### config.mk
export PLATFORM = sky130hd
export DESIGN_NAME = tmr8_compare
export DESIGN_NICKNAME = d
export VERILOG_FILES = /design/src/core/tmr8_pkg.sv /design/src/core/tmr8_compare.sv
export SDC_FILE = /design/constraint.sdc
export NUM_CORES = 1
export LEC_CHECK = 0
export BUFFER_PORTS_ARGS = -buffer_cell sky130_fd_sc_hd__buf_2
export CAP_MARGIN = 20
export CORE_MARGIN = 2
export CORE_UTILIZATION = 55
export DETAILED_ROUTE_END_ITERATION = 10
export PLACE_DENSITY_LB_ADDON = 0.2
export SYNTH_ARGS = -nofsm -noshare
export SYNTH_HDL_FRONTEND = slang
export SYNTH_SLANG_ARGS = --single-unit
### constraint.sdc
create_clock -name MCLK -period 6.64 [get_ports MCLK]
set_input_delay 1.328 -clock MCLK [delete_from_list [all_inputs] [get_ports MCLK]]
set_output_delay 1.328 -clock MCLK [all_outputs]
set_load 0.01 [all_outputs]
### src/core/tmr8_pkg.sv
// package: constants, register map and types of the 8-bit compare timer
package tmr8_pkg;
  // register byte offsets
  localparam logic [7:0] OFS_CTRL = 8'h00;
  localparam logic [7:0] OFS_COUNT = 8'h04;
  localparam logic [7:0] OFS_CMPA = 8'h08;
  localparam logic [7:0] OFS_CMPB = 8'h0C;
  localparam logic [7:0] OFS_FLAGS = 8'h10;
  localparam logic [7:0] OFS_FORCE = 8'h14;
  localparam logic [7:0] OFS_PORT = 8'h18;
  // control register fields
  localparam int CTRL_ACTA_POS = 0;
  localparam int CTRL_ACTB_POS = 2;
  localparam int CTRL_WGM_POS = 4;
  localparam int CTRL_CSEL_POS = 8;
  // flag register fields
  localparam int FLG_OVF_POS = 0;
  localparam int FLG_CMPA_POS = 1;
  localparam int FLG_CMPB_POS = 2;
  // force register / port register fields
  localparam int FRC_A_POS = 0;
  localparam int FRC_B_POS = 1;
  localparam int PRT_VAL_POS = 0;
  localparam int PRT_DIR_POS = 2;
  // reset values and counter limits
  localparam logic [7:0] COUNT_RST = 8'h00;
  localparam logic [7:0] CMP_RST = 8'h00;
  localparam logic [7:0] CNT_MAX = 8'hFF;
  localparam logic [7:0] CNT_BOTTOM = 8'h00;
  // waveform sequence encodings handled here
  localparam logic [2:0] WGM_NORMAL = 3'h0;
  localparam logic [2:0] WGM_CLEAR = 3'h2;
  // compare output actions
  localparam logic [1:0] ACT_NONE = 2'h0;
  localparam logic [1:0] ACT_TOGGLE = 2'h1;
  localparam logic [1:0] ACT_CLEAR = 2'h2;
  localparam logic [1:0] ACT_SET = 2'h3;
  // prescale terminal counts (divide minus one)
  localparam logic [9:0] DIV8_LAST = 10'h007;
  localparam logic [9:0] DIV64_LAST = 10'h03F;
  localparam logic [9:0] DIV256_LAST = 10'h0FF;
  localparam logic [9:0] DIV1024_LAST = 10'h3FF;
  // axi responses
  localparam logic [1:0] RESP_OKAY = 2'h0;
  localparam logic [1:0] RESP_SLVERR = 2'h2;

  // control settings carried together
  typedef struct packed {
    logic [2:0] clock_source_select;
    logic [2:0] waveform_sequence_select;
    logic [1:0] compare_output_action_b;
    logic [1:0] compare_output_action_a;
  } ctrl_t;
  // per-channel compare state
  typedef struct packed {
    logic flag_b;
    logic flag_a;
  } cmp_flags_t;
endpackage : tmr8_pkg

### src/core/tmr8_compare.sv
// 8-bit timer/counter: normal and clear-on-match modes, two compare outputs, axi4-lite slave
//
// The implementer's own choices: the address map and register access over AXI4-Lite.
`timescale 1ns/100ps
`default_nettype none
module tmr8_compare
  import tmr8_pkg::*;
(
  // clock and reset
  input wire logic MCLK,
  input wire logic RESET,
  // axi4-lite write address
  input wire logic [7:0] AWADDR,
  input wire logic AWVALID,
  output logic AWREADY,
  // axi4-lite write data
  input wire logic [31:0] WDATA,
  input wire logic [3:0] WSTRB,
  input wire logic WVALID,
  output logic WREADY,
  // axi4-lite write response
  output logic [1:0] BRESP,
  output logic BVALID,
  input wire logic BREADY,
  // axi4-lite read address
  input wire logic [7:0] ARADDR,
  input wire logic ARVALID,
  output logic ARREADY,
  // axi4-lite read data
  output logic [31:0] RDATA,
  output logic [1:0] RRESP,
  output logic RVALID,
  input wire logic RREADY,
  // interrupt acknowledges from the processor, same clock
  input wire logic OVF_ACK,
  input wire logic CMPA_ACK,
  input wire logic CMPB_ACK,
  // external count source pin
  input wire logic EXT_CLK_PIN,
  // compare output pins
  output logic [1:0] PIN_OUT,
  output logic [1:0] PIN_OE,
  // interrupt flags
  output logic OVF_FLAG,
  output logic [1:0] CMP_FLAG
);
  // bus slave
  logic aw_held_reg;
  logic w_held_reg;
  logic [7:0] awaddr_reg;
  logic [31:0] wdata_reg;
  logic [3:0] wstrb_reg;
  logic wr_fire;

  // address and data captured in either order, then one write happens
  assign wr_fire = aw_held_reg && w_held_reg && !BVALID;

  always_ff @(posedge MCLK or posedge RESET) begin
    if (RESET) begin
      aw_held_reg <= 1'b0;
      w_held_reg <= 1'b0;
      awaddr_reg <= 8'h00;
      wdata_reg <= 32'h00000000;
      wstrb_reg <= 4'h0;
      AWREADY <= 1'b0;
      WREADY <= 1'b0;
      BVALID <= 1'b0;
      BRESP <= RESP_OKAY;
    end else begin
      AWREADY <= 1'b0;
      WREADY <= 1'b0;
      if (AWVALID && !aw_held_reg && !AWREADY) begin
        AWREADY <= 1'b1;
        aw_held_reg <= 1'b1;
        awaddr_reg <= AWADDR;
      end
      if (WVALID && !w_held_reg && !WREADY) begin
        WREADY <= 1'b1;
        w_held_reg <= 1'b1;
        wdata_reg <= WDATA;
        wstrb_reg <= WSTRB;
      end
      if (wr_fire) begin
        BVALID <= 1'b1;
        aw_held_reg <= 1'b0;
        w_held_reg <= 1'b0;
        BRESP <= (awaddr_reg[1:0] == 2'h0 && awaddr_reg <= OFS_PORT) ? RESP_OKAY : RESP_SLVERR;
      end else if (BVALID && BREADY) begin
        BVALID <= 1'b0;
      end
    end
  end

  // decoded write strobes, one cycle each; byte lane 0 carries data, except control, whose clock select comes from lane 1
  logic wr_lane0;
  logic wr_ctrl;
  logic wr_count;
  logic wr_cmpa;
  logic wr_cmpb;
  logic wr_flags;
  logic wr_force;
  logic wr_port;
  assign wr_lane0 = wr_fire && wstrb_reg[0];
  assign wr_ctrl = wr_fire && awaddr_reg == OFS_CTRL;
  assign wr_count = wr_lane0 && awaddr_reg == OFS_COUNT;
  assign wr_cmpa = wr_lane0 && awaddr_reg == OFS_CMPA;
  assign wr_cmpb = wr_lane0 && awaddr_reg == OFS_CMPB;
  assign wr_flags = wr_lane0 && awaddr_reg == OFS_FLAGS;
  assign wr_force = wr_lane0 && awaddr_reg == OFS_FORCE;
  assign wr_port = wr_lane0 && awaddr_reg == OFS_PORT;

  // control registers
  ctrl_t ctrl_reg;
  logic [7:0] count_reg;
  logic [7:0] cmpa_reg;
  logic [7:0] cmpb_reg;
  logic [1:0] port_val_reg;
  logic [1:0] port_dir_reg;

  // action bits are unbuffered: a write steers the very next match
  always_ff @(posedge MCLK or posedge RESET) begin
    if (RESET) begin
      ctrl_reg <= '0;
    end else if (wr_ctrl) begin
      if (wstrb_reg[0]) begin
        ctrl_reg.compare_output_action_a <= wdata_reg[CTRL_ACTA_POS +: 2];
        ctrl_reg.compare_output_action_b <= wdata_reg[CTRL_ACTB_POS +: 2];
        ctrl_reg.waveform_sequence_select <= wdata_reg[CTRL_WGM_POS +: 3];
      end
      if (wstrb_reg[1]) begin
        ctrl_reg.clock_source_select <= wdata_reg[CTRL_CSEL_POS +: 3];
      end
    end
  end

  // compare values go straight to the active registers, no buffering
  always_ff @(posedge MCLK or posedge RESET) begin
    if (RESET) begin
      cmpa_reg <= CMP_RST;
      cmpb_reg <= CMP_RST;
    end else begin
      if (wr_cmpa) cmpa_reg <= wdata_reg[7:0];
      if (wr_cmpb) cmpb_reg <= wdata_reg[7:0];
    end
  end

  // general port value and direction bits
  always_ff @(posedge MCLK or posedge RESET) begin
    if (RESET) begin
      port_val_reg <= 2'h0;
      port_dir_reg <= 2'h0;
    end else if (wr_port) begin
      port_val_reg <= wdata_reg[PRT_VAL_POS +: 2];
      port_dir_reg <= wdata_reg[PRT_DIR_POS +: 2];
    end
  end

  // prescaler and timer tick
  logic [9:0] pre_reg;
  logic [2:0] ext_sync_reg;
  logic tick;
  logic ext_rise;
  logic ext_fall;

  // external pin passes two flops; edge found between second and third
  always_ff @(posedge MCLK or posedge RESET) begin
    if (RESET) begin
      ext_sync_reg <= 3'h0;
      pre_reg <= 10'h000;
    end else begin
      ext_sync_reg <= {ext_sync_reg[1:0], EXT_CLK_PIN};
      pre_reg <= pre_reg + 10'h001;
    end
  end
  assign ext_rise = ext_sync_reg[1] && !ext_sync_reg[2];
  assign ext_fall = !ext_sync_reg[1] && ext_sync_reg[2];

  // select zero produces no tick, so the counter holds
  always_comb begin
    case (ctrl_reg.clock_source_select)
      3'h1: tick = 1'b1;
      3'h2: tick = pre_reg[2:0] == DIV8_LAST[2:0];
      3'h3: tick = pre_reg[5:0] == DIV64_LAST[5:0];
      3'h4: tick = pre_reg[7:0] == DIV256_LAST[7:0];
      3'h5: tick = pre_reg == DIV1024_LAST;
      3'h6: tick = ext_fall;
      3'h7: tick = ext_rise;
      default: tick = 1'b0;
    endcase
  end

  // counter and compare
  logic is_normal;
  logic is_clear;
  logic block_reg;
  logic [1:0] eq;
  logic [1:0] match;
  logic [7:0] count_next;
  assign is_normal = ctrl_reg.waveform_sequence_select == WGM_NORMAL;
  assign is_clear = ctrl_reg.waveform_sequence_select == WGM_CLEAR;
  assign eq = {count_reg == cmpb_reg, count_reg == cmpa_reg};
  // a count write blocks matches until a tick has passed, even when stopped
  assign match = (tick && !block_reg) ? eq : 2'h0;

  always_ff @(posedge MCLK or posedge RESET) begin
    if (RESET) begin
      block_reg <= 1'b0;
    end else if (wr_count) begin
      block_reg <= 1'b1;
    end else if (tick) begin
      block_reg <= 1'b0;
    end
  end

  // sequence depends on waveform select and compare a only
  always_comb begin
    count_next = count_reg + 8'h01; // wraps ff to 00
    if (is_clear && eq[0]) count_next = CNT_BOTTOM; // top is compare a
  end

  // write beats counting, accepted at any time
  always_ff @(posedge MCLK or posedge RESET) begin
    if (RESET) begin
      count_reg <= COUNT_RST;
    end else if (wr_count) begin
      count_reg <= wdata_reg[7:0];
    end else if (tick) begin
      count_reg <= count_next;
    end
  end

  // flags
  logic ovf_set;
  cmp_flags_t flags_reg;
  // overflow when counter passes max to bottom, only in counting steps of normal and clear-on-match modes
  assign ovf_set = tick && !wr_count && (is_normal || is_clear) && count_reg == CNT_MAX;

  // set wins over acknowledge or write-one-to-clear
  always_ff @(posedge MCLK or posedge RESET) begin
    if (RESET) begin
      OVF_FLAG <= 1'b0;
    end else if (ovf_set) begin
      OVF_FLAG <= 1'b1;
    end else if (OVF_ACK || (wr_flags && wdata_reg[FLG_OVF_POS])) begin
      OVF_FLAG <= 1'b0;
    end
  end

  // compare flag raised at the tick after equality; force never sets it
  always_ff @(posedge MCLK or posedge RESET) begin
    if (RESET) begin
      flags_reg <= '0;
    end else begin
      if (match[0]) flags_reg.flag_a <= 1'b1;
      else if (CMPA_ACK || (wr_flags && wdata_reg[FLG_CMPA_POS])) flags_reg.flag_a <= 1'b0;
      if (match[1]) flags_reg.flag_b <= 1'b1;
      else if (CMPB_ACK || (wr_flags && wdata_reg[FLG_CMPB_POS])) flags_reg.flag_b <= 1'b0;
    end
  end
  assign CMP_FLAG = {flags_reg.flag_b, flags_reg.flag_a};

  // compare output latches and pins
  logic [1:0] latch_reg;
  logic [1:0] force_hit;
  logic [3:0] act_pair;
  assign act_pair = {ctrl_reg.compare_output_action_b, ctrl_reg.compare_output_action_a};
  // forcing only allowed in the non-pwm sequences
  assign force_hit = (wr_force && (is_normal || is_clear)) ?
                     wdata_reg[FRC_A_POS +: 2] : 2'h0;

  genvar ch;
  generate
    for (ch = 0; ch < 2; ch++) begin : g_ch
      logic [1:0] act;
      assign act = act_pair[2*ch +: 2];
      // reset clears latch; mode changes leave it alone
      always_ff @(posedge MCLK or posedge RESET) begin
        if (RESET) begin
          latch_reg[ch] <= 1'b0;
        end else if (match[ch] || force_hit[ch]) begin
          case (act)
            ACT_TOGGLE: latch_reg[ch] <= !latch_reg[ch];
            ACT_CLEAR: latch_reg[ch] <= 1'b0;
            ACT_SET: latch_reg[ch] <= 1'b1;
            default: latch_reg[ch] <= latch_reg[ch];
          endcase
        end
      end
      // latch overrides port value when action nonzero; direction stays port's
      always_ff @(posedge MCLK or posedge RESET) begin
        if (RESET) begin
          PIN_OUT[ch] <= 1'b0;
          PIN_OE[ch] <= 1'b0;
        end else begin
          PIN_OUT[ch] <= (act != ACT_NONE) ? latch_reg[ch] : port_val_reg[ch];
          PIN_OE[ch] <= port_dir_reg[ch];
        end
      end
    end
  endgenerate

  // read channel
  logic [31:0] rd_word;
  logic rd_ok;
  always_comb begin
    rd_ok = 1'b1;
    rd_word = 32'h00000000;
    case (ARADDR)
      OFS_CTRL: rd_word = {21'h0, ctrl_reg.clock_source_select, 1'b0,
                           ctrl_reg.waveform_sequence_select, act_pair};
      OFS_COUNT: rd_word = {24'h0, count_reg};
      OFS_CMPA: rd_word = {24'h0, cmpa_reg};
      OFS_CMPB: rd_word = {24'h0, cmpb_reg};
      OFS_FLAGS: rd_word = {29'h0, CMP_FLAG, OVF_FLAG};
      OFS_FORCE: rd_word = {30'h0, latch_reg};
      OFS_PORT: rd_word = {28'h0, port_dir_reg, port_val_reg};
      default: rd_ok = 1'b0;
    endcase
  end

  // single-beat reads, RVALID raised in the same cycle as ARREADY
  always_ff @(posedge MCLK or posedge RESET) begin
    if (RESET) begin
      ARREADY <= 1'b0;
      RVALID <= 1'b0;
      RDATA <= 32'h00000000;
      RRESP <= RESP_OKAY;
    end else begin
      ARREADY <= 1'b0;
      if (ARVALID && !ARREADY && !RVALID) begin
        ARREADY <= 1'b1;
        RVALID <= 1'b1;
        RDATA <= rd_word;
        RRESP <= rd_ok ? RESP_OKAY : RESP_SLVERR;
      end else if (RVALID && RREADY) begin
        RVALID <= 1'b0;
      end
    end
  end

  // assertions
  a_reset_latch_zero: assert property (@(posedge MCLK) $fell(RESET) |-> latch_reg == 2'h0)
    else $error("latch not zero after reset");
  a_write_blocks_flag: assert property (@(posedge MCLK) disable iff (RESET)
    wr_count |=> !match[0] && !match[1])
    else $error("match not blocked after count write");
  a_force_no_flag: assert property (@(posedge MCLK) disable iff (RESET)
    (force_hit[0] && !match[0] && !CMPA_ACK && !flags_reg.flag_a) |=> !flags_reg.flag_a)
    else $error("force set the compare flag");
  a_normal_wrap: assert property (@(posedge MCLK) disable iff (RESET)
    (tick && !wr_count && is_normal && count_reg == CNT_MAX) |=> count_reg == CNT_BOTTOM)
    else $error("normal mode did not wrap");
  a_ovf_set_wrap: assert property (@(posedge MCLK) disable iff (RESET)
    ovf_set |=> OVF_FLAG && count_reg == CNT_BOTTOM)
    else $error("overflow flag not set at wrap");
  a_clear_on_top: assert property (@(posedge MCLK) disable iff (RESET)
    (tick && !wr_count && is_clear && count_reg == cmpa_reg) |=> count_reg == CNT_BOTTOM)
    else $error("counter not cleared at compare a");
  a_toggle_on_match: assert property (@(posedge MCLK) disable iff (RESET)
    (match[0] && ctrl_reg.compare_output_action_a == ACT_TOGGLE) |=> latch_reg[0] != $past(latch_reg[0]))
    else $error("latch a did not toggle");
  a_hold_no_action: assert property (@(posedge MCLK) disable iff (RESET)
    (ctrl_reg.compare_output_action_a == ACT_NONE) |=> $stable(latch_reg[0]))
    else $error("latch a changed with action zero");
  a_stopped_holds: assert property (@(posedge MCLK) disable iff (RESET)
    (ctrl_reg.clock_source_select == 3'h0 && !wr_count) |=> $stable(count_reg))
    else $error("counter moved while stopped");
  a_flag_after_match: assert property (@(posedge MCLK) disable iff (RESET)
    match[1] |=> flags_reg.flag_b)
    else $error("compare flag b not set after match");
  a_pin_override: assert property (@(posedge MCLK) disable iff (RESET)
    (ctrl_reg.compare_output_action_b != ACT_NONE) |=> PIN_OUT[1] == $past(latch_reg[1]))
    else $error("pin b not driven from latch");
endmodule : tmr8_compare
`default_nettype wire

Yosys cells after proc, flatten, opt, wreduce, memory -nomap -nowiden
Index checks and enable logic that the tools add are counted.
{"block": "op_classes", "n_bitwise": 0, "reduce_logical": 70, "div_mod_pow": 0, "n_mux": 33, "multipliers": 0, "add_sub_neg": 2, "n_eq_ne": 33, "order_cmp": 1, "shifts": 0}
{"op": "$pmux 11 s7", "count": 1}
{"op": "$eq 8x5->1 const B", "count": 6}
{"op": "$eq 8x4->1 const B", "count": 4}
{"op": "$logic_and 1x1->1", "count": 30}
{"op": "$mux 8", "count": 3}
{"op": "$mux 1", "count": 22}
{"op": "$reduce_bool 2->1", "count": 10}
{"op": "$eq 8x3->1 const B", "count": 2}
{"op": "$eq 8x8->1", "count": 2}
{"op": "$eq 8x8->1 const B", "count": 2}
{"op": "$logic_not 8->1", "count": 2}
{"op": "$eq 3x3->1 const B", "count": 5}
{"op": "$logic_not 1->1", "count": 13}
{"op": "$add 10x1->10 const B", "count": 1}
{"op": "$eq 10x10->1 const B", "count": 1}
{"op": "$eq 3x2->1 const B", "count": 3}
{"op": "$add 8x1->8 const B", "count": 1}
{"op": "$eq 2x2->1 const B", "count": 4}
{"op": "$le 8x5->1 const B", "count": 1}
{"op": "$mux 2", "count": 4}
{"op": "$reduce_and 2->1", "count": 4}
{"op": "$pmux 1 s7", "count": 1}
{"op": "$reduce_or 7->1", "count": 1}
{"op": "$eq 6x6->1 const B", "count": 1}
{"op": "7 further kinds", "count": 15}
{"block": "word_totals", "ram_bits": 0, "register_bits": 125, "inputBits": 63, "word_cells": 173, "latch_bits": 0, "romBits": 0, "mem_count": 0, "out_inout_bits": 48}

Logic depth before layout (Yosys ltp)
{"block": "logic_depth", "depth_word": 9, "mapped_depth": 8, "ltp_nobuf": 7}

Worst setup path before layout
No wires, ideal clock.
{"block": "synth_path", "path_kind": "input to register", "from": "in ARADDR[4]", "to": "reg RDATA[2]", "slack_ns": 4.111, "required_ns": 6.576, "setup_time_ns": 0.064, "arrival_time_ns": 2.466, "path_stages": 6, "path_buffers": 1, "path_cell_list": "buf_2 > nand3b_1 > nor3b_2 > a22oi_1 > a21oi_1 > a21o_1"}
{"block": "synth_between", "elab_chain_len": 2, "elab_cells_between_ends": 8, "classes_between": "6 x eq/ne; 1 x mux; 1 x reduce/logical"}
{"element": "from (decl)", "line": "tmr8_compare.sv:26", "rtl": "input wire logic [7:0] ARADDR,"}
{"element": "$eq 8x5->1 (tied with other cells)", "line": "tmr8_compare.sv:308", "rtl": "case (ARADDR)"}
{"element": "$pmux 11 s7 *", "line": "tmr8_compare.sv:308"}
{"element": "to (signal assigned)", "line": "tmr8_compare.sv:333", "rtl": "RDATA <= rd_word;"}
{"element": "to (decl)", "line": "tmr8_compare.sv:30", "rtl": "output logic [31:0] RDATA,"}
Mark *: on every way between the ends. The rest lies on a longest branch, timed or not.
A chain may end at the register's enable or synchronous reset.

Worst setup path after layout
{"block": "layout_path", "from": "in ARADDR[5]", "to": "reg RDATA[2]"}
The elaborated chain is that of the path after synthesis.

==> flow_metrics.py <==
metrics = {
    "clock_network": {
        "clk_latency_ps": 360,
        "post_cts_resized": 0,
        "cts_tree": "yes",
        "cts_buffer_depth": 2,
        "clkSinkCount": 102,
        "cts_buffers": 9,
        "hold_buffers": 0,
        "clockRootBuffer": "clkbuf_8",
        "h-tree-depth": 3,
        "cts_setup_buffers": 0,
        "clk_pin_slew_ps": 90,
    },
    "floorplan": {
        "io_pins": 111,
        "fp.dieH_um": 98.1,
        "rows": 34,
        "dieWidth_um": 98.1,
        "die_area_mm2": 0.00962,
        "coreArea_mm2": 0.00864,
        "start_util_pct": 56.4,
    },
    "cells_and_area": {
        "layout-drive-gt1-share_pct": 23.4,
        "num-nets-final": 578,
        "fin_cells": 625,
        "fillers": 742,
        "syn2layout_area_growth_pct": 11.0,
        "diodes": 0,
        "finish.utilization_pct": 62.5,
        "mostFrequentLayoutCells": "dfrtp_1 (102), buf_2 (64), nand2_1 (51)",
        "mostFrequentLayoutCell": "dfrtp_1",
    },
    "worst_setup_path": {
        "endpoint_kind": "flop",
        "critical_path_class": "input port to flop",
        "cp_max_fo": 8,
        "worstSetupStartpointType": "input port",
        "cp_data_required_time_ps": 6940,
        "arrival_ps": 2920,
    },
    "grt": {
        "grt_pass1_wl_um": 16600,
        "antenna_found_initial": 0,
        "gr-usage-all-layers_pct": 21.7,
        "grt_pass1_vias": 3294,
        "grt_max_degree": 56,
        "overflow": 0,
    },
    "detailed_routing": {
        "firstDrtPassIters": 5,
        "drt_iter0_markers": 206,
        "routed-via-count": 3485,
        "via_per_inst": 5.58,
        "ant_nets": 0,
        "totalWireLength_um": 9940,
        "post-route-drc-count": 0,
        "wl_per_cell_um": 15.9,
    },
    "timing": {
        "maxSlewHeadroom_pct": 52.6,
        "whs_ps": 383,
        "period_needed_ps": 2620,
        "hold_violations": 0,
        "fmaxAchievable_mhz": 382,
        "worst_slew_pin_slew_ps": 711,
        "fin_crit_sh_pct": 39.4,
        "skew_ps": 10.7,
        "slew_viol_final": 0,
        "rsz0062_at_grt": "false",
        "setup_tns_ps": 0,
        "finalSetupViolations": 0,
    },
    "synth": {
        "ys_seq_area_share_pct": 52.4,
        "synth_cells": 452,
        "synth_compound_area_share_pct": 11.2,
        "synthDistinctLibCells": 53,
        "synthFlopType": "dfrtp_1",
        "synth_top_family_by_area": "simple AND/OR/NAND/NOR gates",
        "synth_edf_count": 0,
        "synth_fa_ha_area_share_pct": 0.771,
        "synthMuxAreaShare_pct": 10.7,
        "ys_warn_count": 0,
        "synthSimpleGateAreaFrac_pct": 14.6,
        "async_reset_ff_share_pct": 100,
        "synthesis.area_mm2": 0.00487,
        "ys_ff_latch": 102,
        "postSynthAreaPerCell_um2": 10.8,
        "synth_xor_xnor_area_share_pct": 4.14,
    },
    "power_and_ir_drop": {
        "finalPower_w": 0.00159,
        "p_per_area_mw_per_mm2": 295,
        "vdd_ir_drop_max_uv": 256,
        "p_leak_nw": 2.56,
    },
    "placement": {
        "place_inst": 609,
        "port_buffers": 64,
        "gp_congestion": 0.936,
        "dp_hpwl_um": 7250,
    },
    "worst_hold_path": {
        "hold_path_class": "flop to flop",
    },
    "job": {
        "cap_violations": 0,
    },
    "outcome": {
        "outcome": "finished clean",
    },
}
## power breakdown
group	switching [W]	total (W)	leakage, nW	internal [W]
Clock	0.000207	0.000421	0.104	0.000214
Combinational	0.000153	0.000308	1.13	0.000155
Sequential	0.000130	0.000864	1.33	0.000734
Total	0.000489	0.00159	2.56	0.00110
## routing by layer
layer	routed length, µm	GRT usage (%)	vias up
met5	0	0	-
met4	186	6.41	0
met3	602	5.15	22
met2	4600	33.7	129
met1	4550	30.6	1661
li1	-	-	1673
## worst max-delay path, stage by stage
cell	delay, ps
buf_2	90
nor3_1	250
nand3b_1	200
nor3b_2	530
a22oi_1	190
a21oi_1	220
a21o_1	100
## worst paths after layout
kind	startpoint	endpoint	slack [ps]	cells after the start
setup / recovery	ARADDR[5]	RDATA[2]$_DFFE_PP0P_	4020	7
hold / removal	ext_sync_reg[0]$_DFF_PP0_	ext_sync_reg[1]$_DFF_PP0_	380	0
setup reg to reg	awaddr_reg[7]$_DFFE_PP0P_	cmpb_reg[5]$_DFFE_PP0P_	4430	5
hold reg to reg	ext_sync_reg[0]$_DFF_PP0_	ext_sync_reg[1]$_DFF_PP0_	380	0
max in group asynchronous	RESET	port_val_reg[0]$_DFFE_PP0P_	4540	3
min in group asynchronous	RESET	ext_sync_reg[0]$_DFF_PP0_	1060	2
## Yosys cell counts, drive strengths merged, types with 7 or more instances
| cell type | instances | share of area [%] |
|---|---|---|
| dfrtp | 102 | 52 |
| buf | 33 | 4.6 |
| nor2 | 24 | 1.9 |
| o21ai | 28 | 2.9 |
| nand3 | 17 | 1.7 |
| nor3 | 8 | 1.1 |
| a21oi | 9 | 0.93 |
| nand2 | 51 | 3.9 |
| mux2 | 41 | 9.5 |
| a31oi | 8 | 1.0 |
| xnor2 | 19 | 3.4 |
| clkbuf | 7 | 0.54 |
| nand4 | 8 | 1.0 |
| inv | 13 | 1.0 |
## kinds of logic (layout without fill, tap and decap cells)
group,Yosys count,count (layout)
DFF,102,102
AOI/OAI and AO/OA,82,82
other,1,23
muxes,47,47
xor gates and xnor gates,23,23
and+or+nand+nor,141,141
adders and majority gates,3,3
buffers and inverters,53,96
## per-stage QoR
step	setup WS (ps)	area, µm²
floorplan	2640	4950
CTS	4040	5400
detailed placement	3670	5190
global placement	3740	5190
finish	4020	5400
global route	3920	5400
## layout make-up
type | instances | area [µm²] | share of cell area [%]
Tap cell | 108 | 135 | 2.50
Clock buffer | 11 | 131 | 2.43
Clock inverter | 5 | 81.3 | 1.51
Timing Repair Buffer | 67 | 343 | 6.35
Inverter | 13 | 51.3 | 0.950
Sequential cell | 102 | 2550 | 47.3
Multi-Input combinational cell | 319 | 2110 | 39.0
(Power assumes the default switching activity.)
